**src/include/adcacc_pkg.sv**
```systemverilog
// Package for the converter configuration and accumulator block.
// Assumes one core clock and an SFR-style byte bus from the core.
package adcacc_pkg;

  // SFR addresses
  localparam logic [7:0] ADDR_ACC_SETUP = 8'hBA;
  localparam logic [7:0] ADDR_CONV_SETUP = 8'hBC;
  localparam logic [7:0] ADDR_RESULT_LOW = 8'hBD;
  localparam logic [7:0] ADDR_RESULT_HIGH = 8'hBE;

  // Reset values
  localparam logic [7:0] RST_CONV_SETUP = 8'hF8;
  localparam logic [7:0] RST_ACC_SETUP = 8'h00;

  // Read masks: accumulate enable and the reserved top bit read as zero
  localparam logic [7:0] ACC_SETUP_READ_MASK = 8'h3F;

  // Timing in conversion clocks
  localparam int TRACK_SAR_CLKS = 3;
  localparam int CONV_SAR_CLKS_10BIT = 11;
  localparam int EIGHT_BIT_SAVING = 2;

  // Divider source rates
  localparam int CORE_CLK_MHZ = 10;
  localparam int LP_OSC_MHZ = 20;

  // Left-justify shift for a 10-bit value in 16 bits
  localparam int LEFT_JUSTIFY_SHIFT = 6;
  localparam logic [2:0] SJ_LEFT = 3'h4;

  typedef struct packed {
    logic [4:0] sar_clock_divider;
    logic reduced_resolution_enable;
    logic delayed_track_select;
    logic input_gain_select;
  } adcacc_conv_setup_t;

  typedef struct packed {
    logic reserved;
    logic accumulate_enable;
    logic [2:0] result_shift_justify;
    logic [2:0] burst_repeat_count;
  } adcacc_acc_setup_t;

  typedef struct packed {
    logic [7:0] addr;
    logic wr;
    logic rd;
    logic [7:0] wdata;
  } adcacc_sfr_req_t;

  typedef enum logic [1:0] {ST_IDLE, ST_TRACK, ST_CONV} adcacc_state_t;

  // Conversions per burst; reserved codes fall back to one
  function automatic logic [6:0] adcacc_repeat_total(input logic [2:0] code);
    case (code)
      3'h1: adcacc_repeat_total = 7'h04;
      3'h2: adcacc_repeat_total = 7'h08;
      3'h3: adcacc_repeat_total = 7'h10;
      3'h4: adcacc_repeat_total = 7'h20;
      3'h5: adcacc_repeat_total = 7'h40;
      default: adcacc_repeat_total = 7'h01;
    endcase
  endfunction : adcacc_repeat_total

endpackage : adcacc_pkg

```
**src/adcacc_top.sv**
```systemverilog
// Converter configuration, sequencing and result accumulator.
// Assumes SFR bus pulses on core_clk and a sampled comparator code.
//
// Notes on behaviour
// (RULE1) Conversion clock is source over divider plus one
// (RULE2) Source is core clock, or oscillator in burst
// (RULE3) Bit two selects eight or ten bits
// (RULE4) Normal track converts right after start
// (RULE5) Delayed track waits three conversion clocks
// (RULE6) Gain bit selects half or unity gain
// (RULE7) Non-burst: latest result or running sum
// (RULE8) Software zeroes both result bytes first
// (RULE9) Accumulate enable and top bit read zero
// (RULE10) Format field shifts or left justifies reads
// (RULE11) Repeat field sets conversions per burst
// (RULE12) Software keeps repeat zero outside burst
// (RULE13) Complete flag after conversion or whole burst
// (RULE14) Eight-bit mode: two clocks shorter, zero LSBs
// (RULE15) Sum stored raw, formatting only on read
`timescale 1ns/1ps
`default_nettype none
module adcacc_top #(
  parameter int CONV_CLKS = adcacc_pkg::CONV_SAR_CLKS_10BIT
) (
  input wire logic core_clk,
  input wire logic rst_n,
  input wire adcacc_pkg::adcacc_sfr_req_t sfr_req,
  output logic [7:0] sfr_rdata_q,
  input wire logic converter_enable,
  input wire logic burst_operation_enable,
  input wire logic conversion_start,
  input wire logic lp_osc_tick,
  input wire logic [9:0] sample_code,
  input wire logic flag_clear,
  output logic conversion_complete_flag,
  output logic input_gain_select,
  output logic reduced_resolution_enable,
  output logic tracking,
  output logic busy
);
  import adcacc_pkg::*;

  adcacc_conv_setup_t conv_q;
  adcacc_conv_setup_t conv_d;
  adcacc_acc_setup_t acc_q;
  adcacc_acc_setup_t acc_d;
  adcacc_state_t state_q;
  adcacc_state_t state_d;
  logic [3:0] cnt_q;
  logic [3:0] cnt_d;
  logic [6:0] rem_q;
  logic [6:0] rem_d;
  logic first_q;
  logic first_d;
  logic [15:0] sum_q;
  logic [15:0] sum_d;
  logic flag_q;
  logic flag_d;
  logic [7:0] rdata_d;
  logic sar_tick;
  logic src_tick;
  logic conv_done;
  logic start_ok;
  logic [3:0] conv_len;
  logic [15:0] code_w;
  logic [15:0] fmt_w;

  // Oscillator ticks stand in for the 20 MHz source in burst
  assign src_tick = burst_operation_enable ? lp_osc_tick : 1'b1; // see (RULE2)

  adcacc_clk_div #(.W(5)) u_div (
    .core_clk(core_clk),
    .rst_n(rst_n),
    .src_tick(src_tick),
    .div_value(conv_q.sar_clock_divider), // see (RULE1)
    .sar_tick_q(sar_tick)
  );

  // Eight-bit mode saves two conversion clocks
  assign conv_len = conv_q.reduced_resolution_enable ? // see (RULE14)
    4'(CONV_CLKS - EIGHT_BIT_SAVING - 1) : 4'(CONV_CLKS - 1); // see (RULE3)
  assign code_w = conv_q.reduced_resolution_enable ?
    {6'h00, sample_code[9:2], 2'h0} : {6'h00, sample_code}; // see (RULE14)
  assign conv_done = (state_q == ST_CONV) && sar_tick && (cnt_q == 4'h0);
  assign start_ok = (state_q == ST_IDLE) && conversion_start && converter_enable;

  // Read-path formatting leaves the stored sum alone
  always_comb begin
    unique case (acc_q.result_shift_justify) // see (RULE10) (RULE15)
      3'h0, 3'h1, 3'h2, 3'h3: fmt_w = sum_q >> acc_q.result_shift_justify;
      SJ_LEFT: fmt_w = sum_q << LEFT_JUSTIFY_SHIFT;
      default: fmt_w = sum_q;
    endcase
  end

  // Register file
  always_comb begin
    conv_d = conv_q;
    acc_d = acc_q;
    rdata_d = sfr_rdata_q;
    if (sfr_req.wr && sfr_req.addr == ADDR_CONV_SETUP) begin
      conv_d = adcacc_conv_setup_t'(sfr_req.wdata);
    end
    if (sfr_req.wr && sfr_req.addr == ADDR_ACC_SETUP) begin
      acc_d = adcacc_acc_setup_t'(sfr_req.wdata & 8'h7F);
    end
    if (sfr_req.rd) begin
      unique case (sfr_req.addr)
        ADDR_CONV_SETUP: rdata_d = conv_q;
        ADDR_ACC_SETUP: rdata_d = acc_q & ACC_SETUP_READ_MASK; // see (RULE9)
        ADDR_RESULT_HIGH: rdata_d = fmt_w[15:8];
        ADDR_RESULT_LOW: rdata_d = fmt_w[7:0];
        default: rdata_d = 8'h00;
      endcase
    end
  end

  // Sequencer and accumulator
  always_comb begin
    state_d = state_q;
    cnt_d = cnt_q;
    rem_d = rem_q;
    first_d = first_q;
    sum_d = sum_q;
    flag_d = flag_q && !flag_clear;
    // Software byte writes clear or preset the sum
    if (sfr_req.wr && sfr_req.addr == ADDR_RESULT_HIGH) begin
      sum_d[15:8] = sfr_req.wdata; // see (RULE8)
    end
    if (sfr_req.wr && sfr_req.addr == ADDR_RESULT_LOW) begin
      sum_d[7:0] = sfr_req.wdata; // see (RULE8)
    end
    unique case (state_q)
      ST_IDLE: begin
        if (start_ok) begin
          // Repeat field assumed zero outside burst
          rem_d = burst_operation_enable ? // see (RULE11) (RULE12)
            adcacc_repeat_total(acc_q.burst_repeat_count) - 7'h01 : 7'h00;
          first_d = 1'b1;
          if (conv_q.delayed_track_select) begin
            state_d = ST_TRACK; // see (RULE5)
            cnt_d = 4'(TRACK_SAR_CLKS - 1);
          end else begin
            state_d = ST_CONV; // see (RULE4)
            cnt_d = conv_len;
          end
        end
      end
      ST_TRACK: begin
        if (sar_tick) begin
          if (cnt_q == 4'h0) begin
            state_d = ST_CONV;
            cnt_d = conv_len;
          end else begin
            cnt_d = cnt_q - 4'h1;
          end
        end
      end
      ST_CONV: begin
        if (sar_tick) begin
          cnt_d = cnt_q - 4'h1;
        end
        if (conv_done) begin
          // Conversion result wins over a same-cycle byte write
          if (burst_operation_enable) begin
            sum_d = first_q ? code_w : sum_q + code_w; // see (RULE11)
          end else begin
            sum_d = acc_q.accumulate_enable ? sum_q + code_w : code_w; // see (RULE7)
          end
          first_d = 1'b0;
          if (rem_q == 7'h00) begin
            state_d = ST_IDLE;
            flag_d = 1'b1; // see (RULE13)
          end else begin
            rem_d = rem_q - 7'h01;
            state_d = conv_q.delayed_track_select ? ST_TRACK : ST_CONV;
            cnt_d = conv_q.delayed_track_select ? 4'(TRACK_SAR_CLKS - 1) : conv_len;
          end
        end
      end
    endcase
  end

  always_ff @(posedge core_clk or negedge rst_n) begin
    if (!rst_n) begin
      conv_q <= adcacc_conv_setup_t'(RST_CONV_SETUP);
      acc_q <= adcacc_acc_setup_t'(RST_ACC_SETUP);
      sfr_rdata_q <= 8'h00;
      state_q <= ST_IDLE;
      cnt_q <= 4'h0;
      rem_q <= 7'h00;
      first_q <= 1'b0;
      sum_q <= 16'h0000;
      flag_q <= 1'b0;
      tracking <= 1'b1;
      busy <= 1'b0;
    end else begin
      conv_q <= conv_d;
      acc_q <= acc_d;
      sfr_rdata_q <= rdata_d;
      state_q <= state_d;
      cnt_q <= cnt_d;
      rem_q <= rem_d;
      first_q <= first_d;
      sum_q <= sum_d;
      flag_q <= flag_d;
      tracking <= (state_d != ST_CONV);
      busy <= (state_d != ST_IDLE);
    end
  end

  assign conversion_complete_flag = flag_q;
  assign input_gain_select = conv_q.input_gain_select; // see (RULE6)
  assign reduced_resolution_enable = conv_q.reduced_resolution_enable; // see (RULE3)
endmodule : adcacc_top
`default_nettype wire

```
**src/adcacc_clk_div.sv**
```systemverilog
// Conversion clock divider producing a one-cycle enable.
// Assumes src_tick marks each source clock period on core_clk.
`timescale 1ns/1ps
`default_nettype none
module adcacc_clk_div #(
  parameter int W = 5
) (
  input wire logic core_clk,
  input wire logic rst_n,
  input wire logic src_tick,
  input wire logic [W-1:0] div_value,
  output logic sar_tick_q
);
  logic [W-1:0] cnt_q;
  logic [W-1:0] cnt_d;
  logic tick_d;

  always_comb begin
    cnt_d = cnt_q;
    tick_d = 1'b0;
    if (src_tick) begin
      if (cnt_q >= div_value) begin // see (RULE1)
        cnt_d = '0;
        tick_d = 1'b1;
      end else begin
        cnt_d = cnt_q + 1'b1;
      end
    end
  end

  always_ff @(posedge core_clk or negedge rst_n) begin
    if (!rst_n) begin
      cnt_q <= '0;
      sar_tick_q <= 1'b0;
    end else begin
      cnt_q <= cnt_d;
      sar_tick_q <= tick_d;
    end
  end
endmodule : adcacc_clk_div
`default_nettype wire

```
**config.mk**
```make
export PLATFORM = sky130hd
export DESIGN_NAME = adcacc_top
export DESIGN_NICKNAME = d
export VERILOG_FILES = /design/src/include/adcacc_pkg.sv /design/src/adcacc_top.sv /design/src/adcacc_clk_div.sv
export SDC_FILE = /design/constraint.sdc
export NUM_CORES = 1
export LEC_CHECK = 0
export BUFFER_PORTS_ARGS = -buffer_cell sky130_fd_sc_hd__buf_2
export CAP_MARGIN = 15
export CORE_UTILIZATION = 60
export CTS_CLUSTER_DIAMETER = 30
export CTS_CLUSTER_SIZE = 20
export DETAILED_ROUTE_END_ITERATION = 10
export PLACE_DENSITY = 0.92
export REMOVE_ABC_BUFFERS = 1
export SLEW_MARGIN = 40
export SYNTH_ARGS = -nofsm -noshare
export SYNTH_HDL_FRONTEND = slang
export SYNTH_SLANG_ARGS = --single-unit
```
**constraint.sdc**
```tcl
create_clock -name core_clk -period 4.4 [get_ports core_clk]
set_clock_uncertainty 0.1 [all_clocks]
set_input_delay 0.22 -clock core_clk [delete_from_list [all_inputs] [get_ports core_clk]]
set_output_delay 0.22 -clock core_clk [all_outputs]
set_load 0.05 [all_outputs]
```
After elaboration in Yosys (flattened, before gate mapping)
Cells that the tools add are included.

cells by class
  add/sub/neg operators = 5
  $mul = 0
  divide/modulo/power cells = 0
  $lt $le $gt $ge = 1
  equal/unequal tests = 20
  shift operators = 1
  muxes and demuxes = 44
  bitwise operators = 0
  reduce and logical (&&, ||, !) cells = 20

operators with widths
  operator                                          count
  2-to-1 mux 16 bit                                 5
  2-to-1 mux 7 bit                                  6
  case mux 7 bit (5 select lines)                   1
  == test 8 bit, second input constant              4
  case mux 16 bit (2 select lines)                  1
  case mux 8 bit (4 select lines)                   1
  2-to-1 mux 4 bit                                  7
  adder 16 x 10 -> 16 bit                           1
  2-to-1 mux 2 bit                                  8
  2-to-1 mux 8 bit                                  2
  >> shifter 16 x 3 -> 16 bit                       1
  case mux 7 bit (2 select lines)                   1
  subtractor 7 x 1 -> 7 bit, second input constant  2
  == test 3 x 2 -> 1 bit, second input constant     4
  case mux 4 bit (3 select lines)                   1
  == test 3 bit, second input constant              3
  logical AND 1 bit                                 9
  2-to-1 mux 1 bit                                  8
  != test 2 bit, second input constant              4
  zero test 7 bit                                   1
  == test 3 x 1 -> 1 bit, second input constant     2
  case mux 2 bit (3 select lines)                   1
  adder 5 x 1 -> 5 bit, second input constant       1
  greater-or-equal comparator 5 bit                 1
  15 further kinds                                  16

storage, ports and cells
  bits in registers = 62
  bits in latches = 0
  bits in writable memories = 0
  bits in read-only memories = 0
  input bits = 35
  logic and storage cells = 109
  memories kept = 0

Longest topological paths before layout
  depth in word-level cells = 9
  gate-level depth with buffers = 9
  gate-level depth less buffers = 9

Modules after synthesis
From an unflattened synthesis, not the netlist that was laid out.

unflattened totals
  cells, all modules = 572
  area total of the unflattened synthesis = 4887.2 sq um

by module, submodules not included
  module          instances  cells each  area each (sq um)  sequential area each (sq um)
  adcacc_top      1          525         4436.8             1408.9
  adcacc_clk_div  1          47          450.4              150.1

Least setup slack after synthesis
OpenSTA, ideal clock, no wires.

  path type = register to register
  start = register conv_q, in the netlist reduced_resolution_enable
  end = register sum_q[10]
  setup time = 0.126 ns
  arrival = 2.512 ns
  required time = 4.174 ns
  setup slack = 1.662 ns
  stages on the path, launching flop included = 10
  buffers on the path = 0
  cell sequence = dfrtp_1 nor2b_1 ha_1 fa_1 a21oi_1 o21ai_2 a2111o_1 nand2_2 nor3_1 a221o_1

between the ends
  word-level cells in the longest chain between the ends = 6
  elaborated cells between the ends (all ways) = 7

ends and longest elaborated chain
  item                                  line                                  text
  from (decl)                           adcacc_top.sv:43                      adcacc_conv_setup_t conv_q;
  from (signal assigned)                adcacc_top.sv:186                     conv_q <= adcacc_conv_setup_t'(RST_CONV_SETUP);
  from (signal assigned)                adcacc_top.sv:198                     conv_q <= conv_d;
  2-to-1 mux 2 bit (*)                  adcacc_top.sv:82                      assign code_w = conv_q.reduced_resolution_enable ?
  adder 16 x 10 -> 16 bit (*)           adcacc_top.sv:166, adcacc_top.sv:168
  2-to-1 mux 16 bit (on tied branches)  adcacc_top.sv:168, adcacc_top.sv:166
  2-to-1 mux 16 bit (*)                 adcacc_top.sv:165                     if (burst_operation_enable) begin
  2-to-1 mux 16 bit (*)                 adcacc_top.sv:163                     if (conv_done) begin
  2-to-1 mux 16 bit (*)                 adcacc_top.sv:133                     unique case (state_q)
  via sum_d[10]                         adcacc_top.sv:56                      logic [15:0] sum_d;
  to (signal assigned)                  adcacc_top.sv:205                     sum_q <= sum_d;
  to (decl)                             adcacc_top.sv:55                      logic [15:0] sum_q;

Mark *: on every way through the listed nets, which the timed path passes. The rest lies on a longest branch.
A chain may end at the register's enable or synchronous reset.

Worst setup path after layout
Same ends and word-level chain as after synthesis.

==> impl_metrics.yaml <==
sta:
  finalSetupTns_ps: 0
  rsz0062_at_grt: "no"
  fin_crit_ps: 2750
  slew_violations: 0
  setup_viol_count_final: 0
  whs_ps: 71.5
  clock.fmax_mhz: 364
  hold_viol_final: 0
  max_slew_margin_pct: 46.5
  min_period_over_period_pct: 62.4
  worst_pin_slew_ps: 803
logic_synthesis:
  ys_top_cells_by_area: "dfrtp_1, ha_1, mux2i_1"
  synthXorXnorAreaFrac_pct: 1.94
  synth_top_family_by_area: "compound AO/OA/AOI/OAI gates"
  synth_top_area_cell: "dfrtp_1"
  ys.flop_type: "dfrtp_1"
  yosys_warnings: 0
  ys_types: 74
  synth_fa_ha_area_share_pct: 6.20
  synthesis.area_um2: 4960
  synth_compound_area_share_pct: 25.6
  synth_edf_count: 0
  avgSynthCellArea_um2: 8.48
  synth-seq-cells: 62
  synth_top_cell_area_share_pct: 28.2
  ys_async_sr_fraction_pct: 100
  yosys-mux-area-fraction_pct: 10.0
  syn_inst: 585
  synth-simple-area-share_pct: 19.3
  yosysSeqAreaShare_pct: 31.4
die:
  fp.dieArea_um2: 8640
  core_region_area_um2: 7850
  ios: 48
  row_count: 32
  die_h_um: 92.9
  start_util_pct: 63.2
  die-width_um: 92.9
global_routing:
  grt_max_degree: 63
  gr-total-overflow: 0
  first_global_vias: 4358
  grt_pass1_wl_um: 22200
  grt_use_total_pct: 33.0
  antenna_found_initial: 0
cts:
  ctsHoldBuffers: 2
  root_buffer: "clkbuf_8"
  cts-resized-gates: 0
  cts_max_path_buffers: 2
  cts.sinks: 62
  cts_made_buffers: 9
  cts.clk_slew.worst_paths_ps: 80
  clk_latency_ps: 360
  cts_tree: "yes"
  postCtsSetupRepairBufs: 0
  htreeDepth: 3
worst_setup_path:
  worst_ep_required_time_ps: 4550
  setup.worst_path.start_class: "flip-flop"
  path_class: "reg2reg"
  worst-r2r-cell-count: 9
  r2r-start: "reduced_resolution_enable"
  reg2reg_slack_ps: 1650
  worstPathMaxFanout: 7
  critical_path_arrival_ps: 2890
  crit_path_end_kind: "flip-flop"
  r2r_end: "sum_q[10]"
routing:
  num_vias: 4701
  ant_nets: 0
  avgViaCountPerCell: 6.49
  drtPass1Iterations: 5
  drcViolationCount: 0
  wirelength_um: 13700
  wl_per_cell_um: 18.9
  drtIter0Drc: 342
layout:
  drive_gt1_share_pct: 17.5
  area_delta_synth_final_pct: 9.81
  antenna-diode-count: 0
  final_cell_mix: "nand2_1, dfrtp_1, nor2_1"
  fin_area_um2: 5450
  final_common_cell: "nand2_1"
  fin_nets: 676
  final_core_util_pct: 69.4
place:
  gp_congestion: 0.956
  dpl_cell_area_um2: 5200
  dpl.hpwl_um: 9790
  port-buffer-count: 47
power:
  powerDensity_nw_per_um2: 520
  ir_drop_v: 0.000352
  p_leak_uw: 0.00246
worst_hold_path:
  hold_path_end: "sum_q[10]"
  min_delay_path_depth: 2
  holdCritPathClass: "in2reg"
  hold_start: "sfr_req[2]"
job:
  drv_cap: 0
outcome:
  status: "completed"
cell families after synthesis:
logic type / after synthesis
AOI/OAI and AO/OA: 192
and+or+nand+nor: 186
buffers and inverters: 64
DFF: 62
muxes: 46
adders and majority gates: 24
xor gates and xnor gates: 11
cell type report:
type	instances	area [um^2]
clock buffers	9	124
clock inverters	7	103
fillers	595	2400
inverters	33	124
multi-input cells	459	3130
flip-flops and latches	62	1560
well taps	102	128
repair buffers	52	282
metal layers:
layer / track usage, % / up-vias / part of all wire, %
met4: 8.46 / 0 / 1.7
met5: 0 / - / 0
met2: 55.1 / 211 / 49
met3: 7.64 / 23 / 7.3
li1: - / 2209 / -
met1: 42.9 / 2258 / 42
power by group:
group	total (uW)	switching (uW)	internal, uW
clock	592	266	326
combinational	1290	757	531
sequential	955	247	707
total	2830	1270	1560
worst max-delay path, cell delays in order (launching register included):
cell and delay [ps]:
dfrtp_1 490, nor2b_1 120, ha_1 240, fa_1 430, a21oi_1 280, o21ai_2 120
a2111o_1 420, nand2_2 110, nor3_1 60, a221o_1 270
worst max-delay path by stage:
stage / start / endpoint / slack, ps / cells past startpoint
after floorplan: reduced_resolution_enable / sum_q[10] / 1650 / 9
after global placement: reduced_resolution_enable / sum_q[10] / 1840 / 9
after detailed placement: reduced_resolution_enable / sum_q[10] / 1700 / 9
after CTS: reduced_resolution_enable / sum_q[10] / 1670 / 9
after global routing: reduced_resolution_enable / sum_q[9] / 1520 / 8
final: reduced_resolution_enable / sum_q[10] / 1650 / 9
synthesized netlist by cell type, types with 5 or more instances:
master and instances:
a21o_1 12, a21oi_1 46, a221o_1 6, a221oi_1 5, a22oi_1 6, a31oi_1 10
buf_2 12, clkbuf_1 12, dfrtp_1 56, dfstp_2 6, ha_1 23, inv_1 33
mux2_2 18, mux2i_1 26, nand2_1 57, nand2b_1 9, nand3_1 15, nor2_1 52
nor2b_1 11, nor3_1 13, o211ai_1 8, o21ai_0 46, o22ai_1 12, xnor2_1 8
metrics by stage:
step	worst slack (ps)	total power, uW	std cells
6_report	1650	2830	724
5_1_grt	1520	3020	724
4_1_cts	1670	2800	724
3_5_place_dp	1700	2210	706
3_3_place_gp	1840	2150	706
2_1_floorplan	1650	1850	554
registers in the layout, indices dropped and copies added, names as in the netlist:
register and flops:
rem_q 7, tracking 1, reduced_resolution_enable 1, sum_q 16, sfr_rdata_q 8, conversion_complete_flag 1
acc_q 7, busy 1, u_div.cnt_q 5, cnt_q 4, state_q 2, conv_q 6
first_q 1, u_div.sar_tick_q 1, input_gain_select 1
Power figures use the tool's default switching activity.
